`config.mk`:
```
export PLATFORM = sky130hd
export DESIGN_NAME = mipi_tx_lane_flat
export DESIGN_NICKNAME = d
export VERILOG_FILES = /design/src/verilog/mipi_lane_pkg.sv /design/src/verilog/mipi_lane_if.sv /design/src/verilog/mipi_tx_lane.sv /design/src/flat_wrapper.sv
export SDC_FILE = /design/constraint.sdc
export NUM_CORES = 1
export LEC_CHECK = 0
export BUFFER_PORTS_ARGS = -buffer_cell sky130_fd_sc_hd__clkbuf_2
export CAP_MARGIN = 20
export CORE_ASPECT_RATIO = 1.1
export CORE_MARGIN = 2
export CORE_UTILIZATION = 45
export DETAILED_ROUTE_END_ITERATION = 12
export GPL_TIMING_DRIVEN = 0
export PLACE_DENSITY = 0.74
export SYNTH_ARGS = -nofsm -noshare
export SYNTH_HDL_FRONTEND = slang
export SYNTH_SLANG_ARGS = --single-unit
```
`constraint.sdc`:
```
create_clock -name clk -period 2 [get_ports clk]
set_clock_uncertainty 0.2 [all_clocks]
set_input_delay 0 -clock clk [delete_from_list [all_inputs] [get_ports clk]]
set_output_delay 0 -clock clk [all_outputs]
set_load 0.05 [all_outputs]
```
`src/verilog/mipi_lane_pkg.sv`:
```
package mipi_lane_pkg;
	localparam int WORD_BITS = 8;
	localparam logic [2:0] BIT_CNT_RESET = 3'h0;
	localparam logic [2:0] BIT_CNT_LAST = 3'h7;
	localparam logic [7:0] WORD_RESET = 8'h00;
	localparam logic [3:0] SER_DIV_RESET = 4'h0;
	localparam int SER_DIV_DEFAULT = 2;
	localparam logic [1:0] BUF_ENTRIES = 2'h2;
	localparam logic [1:0] BUF_CNT_RESET = 2'h0;

	typedef enum logic [1:0] {
		SER_IDLE = 2'b00,
		SER_LOAD = 2'b01,
		SER_SHIFT = 2'b11
	} ser_state_e;
endpackage

```
`src/verilog/mipi_lane_if.sv`:
```
`timescale 1ns/1ps
`default_nettype none
interface mipi_lane_if;
	import mipi_lane_pkg::*;
	logic parallel_clk;
	logic serial_clk;
	logic [WORD_BITS-1:0] highspeed_tx_word;
	logic highspeed_out_en;
	logic lane_rst;
	logic lowpower_pos_out_en;
	logic lowpower_pos_tx_bit;
	logic lowpower_pos_rx_bit;
	logic lowpower_neg_out_en;
	logic lowpower_neg_tx_bit;
	logic lowpower_neg_rx_bit;

	modport lane(
		input parallel_clk, serial_clk, highspeed_tx_word, highspeed_out_en, lane_rst,
		input lowpower_pos_out_en, lowpower_pos_tx_bit, lowpower_neg_out_en,
		input lowpower_neg_tx_bit,
		output lowpower_pos_rx_bit, lowpower_neg_rx_bit
	);
	modport ctrl(
		output parallel_clk, serial_clk, highspeed_tx_word, highspeed_out_en, lane_rst,
		output lowpower_pos_out_en, lowpower_pos_tx_bit, lowpower_neg_out_en,
		output lowpower_neg_tx_bit,
		input lowpower_pos_rx_bit, lowpower_neg_rx_bit
	);
endinterface
`default_nettype wire

```
`src/verilog/mipi_tx_lane.sv`:
```
`timescale 1ns/1ps
`default_nettype none
// Summary of operation
// Fast and slow clocks reach every lane
// Eight-bit slow words serialized on fast clock
// High-speed driver on only while enabled
// Positive pad drives its low-power bit
// Negative pad drives its own low-power bit
// Sensed pad levels returned for reversible lanes
// Reset returns serializer idle, no stale bits
module mipi_tx_lane
	import mipi_lane_pkg::*;
#(
	parameter int WIDTH = WORD_BITS
) (
	input wire logic clk,
	input wire logic sys_rst,
	mipi_lane_if.lane link,
	input wire logic pad_pos_in,
	input wire logic pad_neg_in,
	output logic pad_pos_out,
	output logic pad_pos_oe_n,
	output logic pad_neg_out,
	output logic pad_neg_oe_n,
	output logic hs_active
);
	typedef struct packed {
		// Clock sampling
		logic [1:0] slow_sync;
		logic [1:0] fast_sync;
		logic slow_prev;
		logic fast_prev;

		// Two-entry word buffer
		logic [1:0][WIDTH-1:0] buf_data;
		logic [1:0] buf_hs;
		logic buf_rd;
		logic [1:0] buf_cnt;

		// Serializer
		ser_state_e state;
		logic [WIDTH-1:0] shift;
		logic [2:0] bit_cnt;
		logic shift_hs;

		// Low-power pins in from fabric, pad drive out
		logic [1:0] pe_sync;
		logic [1:0] pb_sync;
		logic [1:0] ne_sync;
		logic [1:0] nb_sync;
		logic pos_out;
		logic pos_oe_n;
		logic neg_out;
		logic neg_oe_n;
		// Pad levels back towards fabric
		logic [1:0] rxp_sync;
		logic [1:0] rxn_sync;
	} state_s;
	state_s r;
	state_s next_r;

	logic slow_rise;
	logic fast_rise;
	logic word_in;
	logic buf_in_ready;
	logic buf_out_valid;
	logic buf_out_ready;
	logic take_word;
	logic hs_drive;
	logic hs_bit;
	logic [1:0] pos_lp;
	logic [1:0] neg_lp;

	// One synchroniser step; the pin enters the first flop
	function automatic logic [1:0] sync_step(input logic [1:0] stages, input logic pin);
		return {stages[0], pin};
	endfunction

	// Slot that the next accepted word fills
	function automatic logic buf_wr_slot(input logic rd, input logic [1:0] cnt);
		return rd ^ cnt[0];
	endfunction

	// Low-power level and active-low enable, from second flops only
	function automatic logic [1:0] lp_drive(input logic [1:0] en_s, input logic [1:0] bit_s);
		return {bit_s[1], !en_s[1]};
	endfunction

	// Second-stage synchronised clocks only; edges detected after
	assign slow_rise = r.slow_sync[1] && !r.slow_prev;
	assign fast_rise = r.fast_sync[1] && !r.fast_prev;

	// Words under lane reset are dropped, not buffered
	assign word_in = slow_rise && !link.lane_rst;
	// Limitation: an overrun drops the newest word
	assign buf_in_ready = r.buf_cnt != BUF_ENTRIES;
	assign buf_out_valid = r.buf_cnt != BUF_CNT_RESET;
	// Shifter takes a word when idle or on its last bit
	assign buf_out_ready = fast_rise &&
		(r.state == SER_IDLE || (r.state == SER_SHIFT && r.bit_cnt == BIT_CNT_LAST));
	assign take_word = buf_out_valid && buf_out_ready;

	// Driver on only for a word that carried the enable
	assign hs_drive = r.state == SER_SHIFT && r.shift_hs;
	assign hs_bit = r.shift[0];
	assign pos_lp = lp_drive(r.pe_sync, r.pb_sync);
	assign neg_lp = lp_drive(r.ne_sync, r.nb_sync);

	always_comb begin
		next_r = r;
		// Pins and link clocks each pass two flops
		next_r.slow_sync = sync_step(r.slow_sync, link.parallel_clk);
		next_r.fast_sync = sync_step(r.fast_sync, link.serial_clk);
		next_r.pe_sync = sync_step(r.pe_sync, link.lowpower_pos_out_en);
		next_r.pb_sync = sync_step(r.pb_sync, link.lowpower_pos_tx_bit);
		next_r.ne_sync = sync_step(r.ne_sync, link.lowpower_neg_out_en);
		next_r.nb_sync = sync_step(r.nb_sync, link.lowpower_neg_tx_bit);
		next_r.rxp_sync = sync_step(r.rxp_sync, pad_pos_in);
		next_r.rxn_sync = sync_step(r.rxn_sync, pad_neg_in);
		next_r.slow_prev = r.slow_sync[1];
		next_r.fast_prev = r.fast_sync[1];

		// Capture on slow-clock rise; full refuses instead of overwriting
		if (word_in && buf_in_ready) begin
			next_r.buf_data[buf_wr_slot(r.buf_rd, r.buf_cnt)] = link.highspeed_tx_word;
			next_r.buf_hs[buf_wr_slot(r.buf_rd, r.buf_cnt)] = link.highspeed_out_en;
		end
		next_r.buf_cnt = r.buf_cnt + 2'(word_in && buf_in_ready) - 2'(take_word);

		// Serializer, LSB first on fast clock
		if (fast_rise) begin
			case (r.state)
				SER_IDLE: begin
					if (take_word) begin
						next_r.shift = r.buf_data[r.buf_rd];
						next_r.shift_hs = r.buf_hs[r.buf_rd];
						next_r.buf_rd = !r.buf_rd;
						next_r.bit_cnt = BIT_CNT_RESET;
						next_r.state = SER_SHIFT;
					end
				end
				SER_SHIFT: begin
					if (r.bit_cnt != BIT_CNT_LAST) begin
						next_r.shift = {1'b0, r.shift[WIDTH-1:1]};
						next_r.bit_cnt = r.bit_cnt + 3'h1;
					end else if (take_word) begin
						next_r.shift = r.buf_data[r.buf_rd];
						next_r.shift_hs = r.buf_hs[r.buf_rd];
						next_r.buf_rd = !r.buf_rd;
						next_r.bit_cnt = BIT_CNT_RESET;
						next_r.state = SER_SHIFT;
					end else begin
						next_r.state = SER_IDLE;
						next_r.shift_hs = 1'b0;
					end
				end
				default: begin
					// Unused encodings fall back to idle
					next_r.state = SER_IDLE;
					next_r.shift_hs = 1'b0;
				end
			endcase
		end

		// High-speed wins while enabled, else low-power per pad
		if (hs_drive) begin
			next_r.pos_out = hs_bit;
			next_r.neg_out = !hs_bit;
			next_r.pos_oe_n = 1'b0;
			next_r.neg_oe_n = 1'b0;
		end else begin
			next_r.pos_out = pos_lp[1];
			next_r.pos_oe_n = pos_lp[0];
			next_r.neg_out = neg_lp[1];
			next_r.neg_oe_n = neg_lp[0];
		end

		// Lane reset flushes buffer and shifter
		// Flush wins over a word written on the same edge
		if (slow_rise && link.lane_rst) begin
			next_r.state = SER_IDLE;
			next_r.buf_cnt = BUF_CNT_RESET;
			next_r.shift = WORD_RESET;
			next_r.shift_hs = 1'b0;
		end

		// Pads released during system reset
		if (sys_rst) begin
			next_r = '0;
			next_r.pos_oe_n = 1'b1;
			next_r.neg_oe_n = 1'b1;
		end
	end

	// One register stage for all state
	always_ff @(posedge clk) begin
		r <= next_r;
	end

	// Pads registered, so a level lands one clock after the decision
	assign pad_pos_out = r.pos_out;
	assign pad_pos_oe_n = r.pos_oe_n;
	assign pad_neg_out = r.neg_out;
	assign pad_neg_oe_n = r.neg_oe_n;
	assign hs_active = hs_drive;
	assign link.lowpower_pos_rx_bit = r.rxp_sync[1];
	assign link.lowpower_neg_rx_bit = r.rxn_sync[1];
endmodule
`default_nettype wire

```
`src/flat_wrapper.sv`:
```
// flat-port wrapper written by rule: the top's interface ports become plain ports
module mipi_tx_lane_flat import mipi_lane_pkg::*;
#(
	parameter int WIDTH = WORD_BITS
)
  (clk, sys_rst, pad_pos_in, pad_neg_in, pad_pos_out, pad_pos_oe_n, pad_neg_out, pad_neg_oe_n, hs_active, link_parallel_clk, link_serial_clk, link_highspeed_tx_word, link_highspeed_out_en, link_lane_rst, link_lowpower_pos_out_en, link_lowpower_pos_tx_bit, link_lowpower_neg_out_en, link_lowpower_neg_tx_bit, link_lowpower_pos_rx_bit, link_lowpower_neg_rx_bit);
  mipi_lane_if link_i ();
  input wire logic clk;
  input wire logic sys_rst;
  input wire logic pad_pos_in;
  input wire logic pad_neg_in;
  output logic pad_pos_out;
  output logic pad_pos_oe_n;
  output logic pad_neg_out;
  output logic pad_neg_oe_n;
  output logic hs_active;
  input wire logic [$bits(link_i.parallel_clk)-1:0] link_parallel_clk;
  input wire logic [$bits(link_i.serial_clk)-1:0] link_serial_clk;
  input wire logic [$bits(link_i.highspeed_tx_word)-1:0] link_highspeed_tx_word;
  input wire logic [$bits(link_i.highspeed_out_en)-1:0] link_highspeed_out_en;
  input wire logic [$bits(link_i.lane_rst)-1:0] link_lane_rst;
  input wire logic [$bits(link_i.lowpower_pos_out_en)-1:0] link_lowpower_pos_out_en;
  input wire logic [$bits(link_i.lowpower_pos_tx_bit)-1:0] link_lowpower_pos_tx_bit;
  input wire logic [$bits(link_i.lowpower_neg_out_en)-1:0] link_lowpower_neg_out_en;
  input wire logic [$bits(link_i.lowpower_neg_tx_bit)-1:0] link_lowpower_neg_tx_bit;
  output wire logic [$bits(link_i.lowpower_pos_rx_bit)-1:0] link_lowpower_pos_rx_bit;
  output wire logic [$bits(link_i.lowpower_neg_rx_bit)-1:0] link_lowpower_neg_rx_bit;
  assign link_i.parallel_clk = link_parallel_clk;
  assign link_i.serial_clk = link_serial_clk;
  assign link_i.highspeed_tx_word = link_highspeed_tx_word;
  assign link_i.highspeed_out_en = link_highspeed_out_en;
  assign link_i.lane_rst = link_lane_rst;
  assign link_i.lowpower_pos_out_en = link_lowpower_pos_out_en;
  assign link_i.lowpower_pos_tx_bit = link_lowpower_pos_tx_bit;
  assign link_i.lowpower_neg_out_en = link_lowpower_neg_out_en;
  assign link_i.lowpower_neg_tx_bit = link_lowpower_neg_tx_bit;
  assign link_lowpower_pos_rx_bit = link_i.lowpower_pos_rx_bit;
  assign link_lowpower_neg_rx_bit = link_i.lowpower_neg_rx_bit;
  mipi_tx_lane #(.WIDTH(WIDTH)) u_core (.clk(clk), .sys_rst(sys_rst), .link(link_i), .pad_pos_in(pad_pos_in), .pad_neg_in(pad_neg_in), .pad_pos_out(pad_pos_out), .pad_pos_oe_n(pad_pos_oe_n), .pad_neg_out(pad_neg_out), .pad_neg_oe_n(pad_neg_oe_n), .hs_active(hs_active));
endmodule
```
==> results.toml, run 1 <==
[setup_path]
crit_required_ns = 2.01
worstPathCellList = "ha_2 > ha_4 > nand2b_4 > nand2b_4 > mux2_2 > ha_2 > xor2_1 > nor2_1"
slowest_stage = "dfxtp_2"
endpoint_kind = "register"
startpoint_type = "register"
worstSetupStartpoint = "u_core.r[17]$_SDFFE_PP0P_"
worstSetupPathType = "reg2reg"
r2r_start = "u_core.r[17]$_SDFFE_PP0P_"
max_stage_delay_ns = 0.34
path_max_fanout = 3
cp_data_arrival_time_ns = 1.95

[cts]
clock_sinks = 56
numCtsBuffers = 5
clk_path_buf_depth = 2
cts-root-buf = "clkbuf_8"
clock_latency_ns = 0.31
h-tree-depth = 2
clk_pin_slew_ns = 0.09
cts_tree = "built"

[synth]
synth_fa_ha_area_share_pct = 1.76
synth_cells = 208
ys_warn_count = 0
synth_nets = 231
synth_seq_cells = 56
synth_top_family_by_area = "simple AND/OR/NAND/NOR gates"
yosys.area.top_type = "dfxtp_1"
async_flop_share_pct = 0
synth_flop_cell = "dfxtp_1"
synth.area.mux_share_pct = 14.7
ys_types = 27
synth_edf_count = 0
yosysSeqAreaShare_pct = 52.6
yosysTopAreaCellShare_pct = 52.6
synthSimpleGateAreaFrac_pct = 18.4
syn_area_per_cell_sq_um = 10.2
synth_compound_area_share_pct = 8.87
synthTopCellsByArea = "dfxtp_1 (53%), mux2i_1 (14%), nor2b_1 (6.8%)"
syn_area_sq_um = 2130
synth_xor_area_share_pct = 0.822

[pwr]
leakage_nw = 1.15
powerDensity_nw_per_um2 = 766
power.total_mw = 2.07
pwr-share-comb_pct = 6.7
p_clk_share_pct = 38.0
p_switching_uw = 425
pwr-share-seq_pct = 55.3
netSwitchingFraction_pct = 20.5
ir_drop_v = 0.000577
internal-power_mw = 1.65

[sta]
slew_headroom_pct = 62.4
finalHoldViolCount = 0
fmax_mhz = 513
final.period_utilization_pct = 97.4
setup_violations = 0
drv_slew = 0
timing.hold.ws_ns = 0.218
fin_crit_ns = 1.95
fin_tns_setup_ns = 0
tightest_slew_ns = 0.564

[layout]
nNetsFinal = 285
drive_gt1_share_pct = 19.8
final_cells = 319
area_growth_pct = 27.1
final_core_util_pct = 59.1
num_antenna_cells = 0

[drt]
drc = 0
via_per_inst = 4.83
first_iter_violations = 33
postRouteAntennaNets = 0
via_count = 1540
routedWlPerCell_um = 12.6
detail_route.wirelength_mm = 4.01
dr.pass1.iters = 4

[floorplanning]
fp.coreArea_sq_um = 4590
start_util_pct = 46.5
rows = 26
ioPinCount = 27
fp.dieArea_sq_um = 5300
die_y_um = 76.2
fp.dieW_um = 69.6

[placement]
globalplace.congestion = 0.730
io_buffers = 25
dpl.hpwl_mm = 2.56
dpl.cell_count = 289

[global_route]
grt_pass1_wl_mm = 7.04
grt_pass1_vias = 1594
grt.total_usage_pct = 16.5
grt_max_degree = 17
grt-ovfl-total = 0
antenna_found_initial = 0

[min_path]
hp-start = "u_core.r[15]$_SDFF_PP0_"
hp-class = "reg2reg"

[run_status]
outcome = "finished, final reports clean"

[run]
drv_cap = 0
[kinds of logic (layout without fill, tap and decap cells)]
family                   after synthesis  count (layout)
AO/OA/AOI/OAI                         28              28
XOR/XNOR                               2               2
adder cells (fa/ha/maj)                3               3
buffers and inverters                 11              66
flip-flops                            56              56
multiplexers                          31              31
AND/OR/NAND/NOR                       77              77
[cells in the mapped netlist, drive strengths merged (4+ instances only)]
master / instances
a21oi: 15
buf: 5
clkbuf: 5
dfxtp: 56
mux2i: 29
nand2: 6
nand2b: 4
nor2: 36
nor2b: 23
o2bb2ai: 7
[per-layer routing]
metal / track usage [%] / up-vias / wire length, um
met5: 0 / - / 0
met4: 5.77 / 0 / 68
met3: 4.37 / 6 / 134
met2: 28.9 / 26 / 2040
met1: 19.3 / 706 / 1760
li1: - / 802 / -
[through the flow]
step                instance area, sq um  setup slack, ns
floorplan                           2130           0.0270
global placement                    2330          -0.0632
detailed placement                  2330          -0.0721
CTS                                 2670          0.00561
global route                        2710          -0.0101
finish                              2710           0.0512
[flip-flops by register name (all words and copies together) (netlist names)]
register                         flops
u_core.pos_lp                        1
u_core.neg_lp                        1
u_core.link.lowpower_neg_rx_bit      1
u_core.pad_neg_oe_n                  1
u_core.hs_bit                        1
u_core.pad_pos_oe_n                  1
u_core.r                            47
u_core.link.lowpower_pos_rx_bit      1
u_core.pad_neg_out                   1
u_core.pad_pos_out                   1
[critical path: cells and delay by family (launching register included)]
family        cells  cell delay [ns]
fa+ha+maj         3             0.53
flops             1             0.34
mux               1             0.33
simple gates      3             0.29
xor+xnor          1             0.15
[power by group through the flow]
stage,logic (mW),clock network [mW],registers (mW)
after floorplan,0.0575,0,1.18
after global placement,0.106,0,1.17
after detailed placement,0.108,0,1.17
after CTS,0.140,0.801,1.15
after global routing,0.154,0.847,1.15
final,0.140,0.789,1.15
[final timing paths]
check	to	slack [ns]	cells after the start
setup / recovery	u_core.r[31]$_SDFF_PP0_	0.05	8
hold / removal	u_core.pad_pos_oe_n$_SDFF_PP1_	0.22	1
setup reg to reg	u_core.r[31]$_SDFF_PP0_	0.05	8
hold reg to reg	u_core.pad_pos_oe_n$_SDFF_PP1_	0.22	1
[what timing repair did]
action / in CTS / in global routing
setup endpoints to repair: 5 / 9
setup buffers: 1 / 2
hold buffers: 19 / 0
gates cloned: 0 / 0
gates resized for setup: 4 / 5
endpoints found under the hold margin: 35 / 0
[placed cells by master (no fill, tap or decap), types with 2 or more instances in the layout]
master         instances
dfxtp_1               55
nor2_1                36
mux2i_1               29
clkbuf_2              25
nor2b_1               23
dlygate4sd3_1         19
a21oi_1               13
o2bb2ai_1              7
clkbuf_8               7
nand2_1                6
clkbuf_1               5
and2_1                 3
o21bai_1               3
buf_4                  3
nand2b_1               2
nand2b_4               2
mux2_2                 2
buf_6                  2
buf_2                  2
ha_2                   2
[layout make-up]
cell class                      count  area [sq um]
Clock inverter                      1          30.0
Tap cell                           56          70.1
Inverter                            1          3.75
Fill cell                         391          1880
Clock buffer                        7          96.3
Sequential cell                    56          1120
Timing Repair Buffer               47           338
Multi-Input combinational cell    141           990
Buffer                             10          58.8
Power figures use the tool's default switching activity.
==> inputs of run 2 (changes only) <==
Settings changed: CELL_PAD_IN_SITES_DETAIL_PLACEMENT set to 1, CELL_PAD_IN_SITES_GLOBAL_PLACEMENT set to 1, CORE_UTILIZATION 45 to 39, PLACE_DENSITY 0.74 to unset, PLACE_DENSITY_LB_ADDON set to 0.1.
==> run 2 against run 1 <==
Against the previous run:
- count of clock-buffer cells in the layout did not move
- via count rose by 4.5%
- sequential share of layout area fell by 1.3 points
- combinational power rose by 7%
- die area rose by 15%
- routed wire length rose by 15%
- critical endpoint is now u_core.r[28]$_SDFFE_PP0P_
- largest cell class unchanged
==> results.toml, run 2 (synthesis gave the netlist of run 1 again) <==
[run_status]
outcome = "finished, final reports clean"

[min_path]
hp-class = "reg2reg"

[placement]
dpl.hpwl_mm = 2.92
globalplace.congestion = 0.690
dpl.cell_count = 308
io_buffers = 25

[setup_path]
endpoint_kind = "register"
rrSetupSlack_ns = 0.08
cp_data_arrival_time_ns = 1.92
path_max_fanout = 3
path_common_cell = "buf_4"
worstPathCellList = "ha_4 > ha_4 > nand2b_4 > nand2b_4 > buf_4 > buf_4 > buf_4 > buf_4 > buf_4 > a21oi_2 > nor2_1"
max_stage_delay_ns = 0.37
worstSetupPathType = "reg2reg"
startpoint_type = "register"
slowest_stage = "dfxtp_2"
crit_required_ns = 2.00

[cts]
clk_pin_slew_ns = 0.09
cts_tree = "built"
clock_latency_ns = 0.30
clock_sinks = 56
h-tree-depth = 2
clk_path_buf_depth = 2
cts-root-buf = "clkbuf_8"
numCtsBuffers = 5

[floorplanning]
fp.coreArea_sq_um = 5330
rows = 28
fp.dieW_um = 74.5
ioPinCount = 27
start_util_pct = 40.0
die_y_um = 81.5
fp.dieArea_sq_um = 6070

[pwr]
p_clk_share_pct = 37.9
pwr-share-comb_pct = 7.2
netSwitchingFraction_pct = 20.7
p_switching_uw = 432
ir_drop_v = 0.000404
power.total_mw = 2.09
leakage_nw = 1.17
pwr-share-seq_pct = 54.9
internal-power_mw = 1.65
powerDensity_nw_per_um2 = 746

[layout]
num_antenna_cells = 0
final_cells = 342
drive_gt1_share_pct = 22.1
regMostFlops = "u_core.r"
final_cell_mix = "dfxtp_1 (54), nor2_1 (36), mux2i_1 (29), clkbuf_2 (25), nor2b_1 (23)"
final_common_cell = "dfxtp_1"
largest_reg_flops = 47
area_growth_pct = 31.2
nNetsFinal = 289
num-fill-cells = 617

[drt]
first_iter_violations = 53
via_per_inst = 4.71
detail_route.wirelength_mm = 4.61
dr.pass1.iters = 5
drc = 0
routedWlPerCell_um = 13.5
postRouteAntennaNets = 0
via_count = 1610

[global_route]
grt_pass1_wl_mm = 7.76
grt.total_usage_pct = 17.3
grt_max_degree = 17
grt_pass1_vias = 1622
grt-ovfl-total = 0
antenna_found_initial = 0

[sta]
finalHoldViolCount = 0
fin_crit_ns = 1.92
tightest_slew_ns = 0.616
final.period_utilization_pct = 96.1
rsz0062_at_grt = "true"
drv_slew = 0
fmax_mhz = 520
setup_violations = 0
slew_headroom_pct = 58.9
fin_tns_setup_ns = 0

[run]
drv_cap = 0
-- run 2: stage by stage --
| stage | worst slack (ns) | hold WS [ns] | instance area, sq um | util (%) |
|---|---|---|---|---|
| 4_1_cts | 0.0162 | 0.223 | 2730 | 51.2 |
| 2_1_floorplan | 0.0270 | -0.0718 | 2130 | - |
| 6_report | 0.0786 | 0.220 | 2800 | 52.5 |
| 5_1_grt | -0.0154 | 0.241 | 2800 | 52.5 |
| 3_3_place_gp | -0.0869 | 0.00863 | 2350 | 44.1 |
| 3_5_place_dp | -0.113 | 0.0181 | 2350 | 44.1 |
-- run 2: what timing repair did --
| item | in CTS | in global routing |
|---|---|---|
| pin swaps | 1 | 1 |
| hold endpoints to repair | 35 | 0 |
| buffers inserted | 5 | 2 |
| setup endpoints to repair | 9 | 10 |
| hold buffers | 19 | 0 |
| gates resized for setup | 5 | 11 |
-- run 2: worst max-delay path, delay by kind of cell, from the launching register on --
kind | cells | cell delay [ns]
compound gates | 1 | 0.12
fa+ha+maj | 2 | 0.28
flops | 1 | 0.37
buf+inv | 5 | 0.60
simple gates | 3 | 0.24
-- run 2: final cells by class --
class | count | area, sq um | area share (%)
flip-flops and latches | 56 | 1120 | 40.2
inverters | 1 | 3.75 | 0.134
multi-input cells | 141 | 1020 | 36.5
clock inverters | 1 | 30.0 | 1.07
clock buffers | 7 | 96.3 | 3.45
well taps | 75 | 93.8 | 3.36
repair buffers | 51 | 368 | 13.2
plain buffers | 10 | 61.3 | 2.19
-- run 2: power groups by stage --
stage               registers [mW]  logic (mW)  clock network (mW)
floorplan                     1.18      0.0575                   0
CTS                           1.15       0.147               0.823
global route                  1.15       0.167               0.865
global placement              1.17       0.110                   0
detailed placement            1.17       0.111                   0
finish                        1.15       0.150               0.791
-- run 2: layer usage --
metal | up-vias | global-route usage [%] | wire length, um
li1 | 815 | - | -
met1 | 767 | 23.7 | 2280
met2 | 24 | 26.9 | 2150
met3 | 4 | 3.68 | 122
met4 | 0 | 5.89 | 52
met5 | - | 0 | 0
-- run 2: final timing paths --
| check | from | endpoint | depth (start not counted) |
|---|---|---|---|
| min reg2reg | u_core.r[11]$_SDFF_PP0_ | u_core.pad_neg_oe_n$_SDFF_PP1_ | 1 |
| min | u_core.r[11]$_SDFF_PP0_ | u_core.pad_neg_oe_n$_SDFF_PP1_ | 1 |
| max | u_core.r[17]$_SDFFE_PP0P_ | u_core.r[28]$_SDFFE_PP0P_ | 11 |
| max reg2reg | u_core.r[17]$_SDFFE_PP0P_ | u_core.r[28]$_SDFFE_PP0P_ | 11 |
==> inputs of run 3 (changes only) <==
Settings changed: REMOVE_ABC_BUFFERS set to 1.
==> run 3 against run 2 <==
Against the previous run:
- design area decreased by 1.7%
- critical path depth fell by 3
- sequential share of layout area increased by 0.79 points
- final cell count shrank 3.2%
- count of clock-buffer cells in the layout shrank 1
- via count is 2.5% lower
- hold slack better by 0.0090 ns
- flip-flop and latch count is the same
- largest power group unchanged
- core utilization decreased by 0.89 points
- register-to-register slack about the same
- power is 1.3% lower
- combinational power decreased by 6%
- highest routed layer unchanged
==> results.toml, run 3 (synthesis gave the netlist of run 1 again) <==
[cts]
h-tree-depth = 2
numCtsBuffers = 5
clock_sinks = 56
cts-root-buf = "clkbuf_8"
clk_pin_slew_ns = 0.10
clock_latency_ns = 0.31
cts_tree = "built"
clk_path_buf_depth = 2

[setup_path]
worstSetupPathType = "reg2reg"
worstSetupStartpoint = "u_core.r[18]$_SDFFE_PP0P_"
endpoint_kind = "register"
worstPathCellList = "ha_4 > ha_4 > nand2b_4 > nand2b_4 > mux2_4 > ha_4 > xor2_1 > nor2_1"
max_stage_delay_ns = 0.35
slowest_stage = "dfxtp_1"
path_max_fanout = 3
cp_data_arrival_time_ns = 1.99
timing.rr.end = "u_core.r[31]$_SDFF_PP0_"
r2r_cells = 8
critPathBufInv = 0
rrSetupSlack_ns = 0.07
crit_required_ns = 2.05
path_common_cell = "ha_4"
r2r_start = "u_core.r[18]$_SDFFE_PP0P_"
startpoint_type = "register"
cp_top_family = "adder cells"

[placement]
dpl.hpwl_mm = 2.93
globalplace.congestion = 0.667
dpl.cell_count = 300
io_buffers = 26

[run_status]
outcome = "finished, final reports clean"

[floorplanning]
fp.dieW_um = 74.5
ioPinCount = 27
die_y_um = 81.5
rows = 28
fp.dieArea_sq_um = 6070
fp.coreArea_sq_um = 5330
start_util_pct = 40.0

[sta]
rsz0062_at_grt = "false"
timing.hold.ws_ns = 0.229
final.period_utilization_pct = 96.6
drv_slew = 0
slew_headroom_pct = 41.6
fmax_mhz = 518
tightest_slew_ns = 0.876
fin_crit_ns = 1.93
finalHoldViolCount = 0
setup_violations = 0

[min_path]
hp-class = "reg2reg"
hold_depth = 1
hp-start = "u_core.r[15]$_SDFF_PP0_"
holdPathEnd = "u_core.pad_pos_oe_n$_SDFF_PP1_"

[layout]
final_cell_mix = "dfxtp_1 (54), nor2_1 (36), mux2i_1 (29), clkbuf_2 (26), nor2b_1 (22)"
num-fill-cells = 591
regMostFlops = "u_core.r"
num_antenna_cells = 0
final_cells = 331
final_common_cell = "dfxtp_1"
largest_reg_flops = 47
area_growth_pct = 29.0
drive_gt1_share_pct = 21.1
nNetsFinal = 278

[pwr]
ir_drop_v = 0.000555
leakage_nw = 1.13
powerDensity_nw_per_um2 = 749

[global_route]
grt.total_usage_pct = 16.9
grt_pass1_wl_mm = 7.65
grt_pass1_vias = 1602
grt_max_degree = 47
antenna_found_initial = 0
grt-ovfl-total = 0

[drt]
postRouteAntennaNets = 0
dr.pass1.iters = 4
via_per_inst = 4.74
first_iter_violations = 55
routedWlPerCell_um = 13.8
drc = 0
via_count = 1570
detail_route.wirelength_mm = 4.56

[run]
drv_cap = 0
-- run 3: layout make-up --
cell class | instances | area [sq um] | share of cell area [%]
timing repair buffer | 50 | 372 | 13.5
tap | 75 | 93.8 | 3.41
clock inverter | 2 | 38.8 | 1.41
clock buffer | 6 | 82.6 | 3.00
multi-input combinational | 141 | 1030 | 37.6
inverter | 1 | 3.75 | 0.137
sequential | 56 | 1130 | 41.0
-- run 3: metal layers --
layer  GRT usage (%)  vias to the layer above  part of all wire [%]
li1                -                      792                     -
met3            3.44                        5                   2.5
met4            6.43                        0                   1.5
met2            29.9                       22                    52
met1            19.8                      751                    44
met5               0                        -                     0
-- run 3: where the power goes --
group / internal (mW) / leakage, nW / total (mW) / switching, mW
combinational: 0.0709 / 0.608 / 0.141 / 0.0705
sequential: 1.14 / 0.457 / 1.15 / 0.0101
clock: 0.410 / 0.0614 / 0.771 / 0.362
-- run 3: worst max path at each step --
stage               depth (start not counted)  slack, ns                        end
CTS                                         8      -0.01    u_core.r[31]$_SDFF_PP0_
detailed placement                          6      -0.45  u_core.r[32]$_SDFFE_PP0P_
floorplan                                   6      -0.04    u_core.r[31]$_SDFF_PP0_
global placement                            4      -0.61  u_core.r[47]$_SDFFE_PP0P_
global route                                8     0.0007    u_core.r[31]$_SDFF_PP0_
finish                                      8       0.07    u_core.r[31]$_SDFF_PP0_
-- run 3: repair_timing --
item | in CTS | in global routing
pin swaps | 1 | 1
hold buffers | 18 | 0
gates resized for setup | 11 | 5
hold endpoints to repair | 33 | 0
setup endpoints to repair | 31 | 4
setup buffers | 5 | 0
-- run 3: per-stage QoR --
stage / setup WS, ns / instance area, sq um / util (%) / power [mW] / TNS (ns)
2_1_floorplan: -0.0356 / 2070 / - / 1.23 / -0.0417
3_3_place_gp: -0.610 / 2300 / 43.2 / 1.27 / -12.10
3_5_place_dp: -0.448 / 2310 / 43.4 / 1.28 / -10.84
4_1_cts: -0.0114 / 2720 / 51.1 / 2.10 / -0.0223
5_1_grt: 0.000682 / 2750 / 51.6 / 2.15 / 0
6_report: 0.0678 / 2750 / 51.6 / 2.06 / 0
-- run 3: worst register-to-register path, delay by kind of cell (launching register included) --
| family | cells | cell delay (ns) |
|---|---|---|
| mux | 1 | 0.31 |
| fa+ha+maj | 3 | 0.50 |
| flops | 1 | 0.35 |
| simple gates | 3 | 0.38 |
| xor+xnor | 1 | 0.15 |
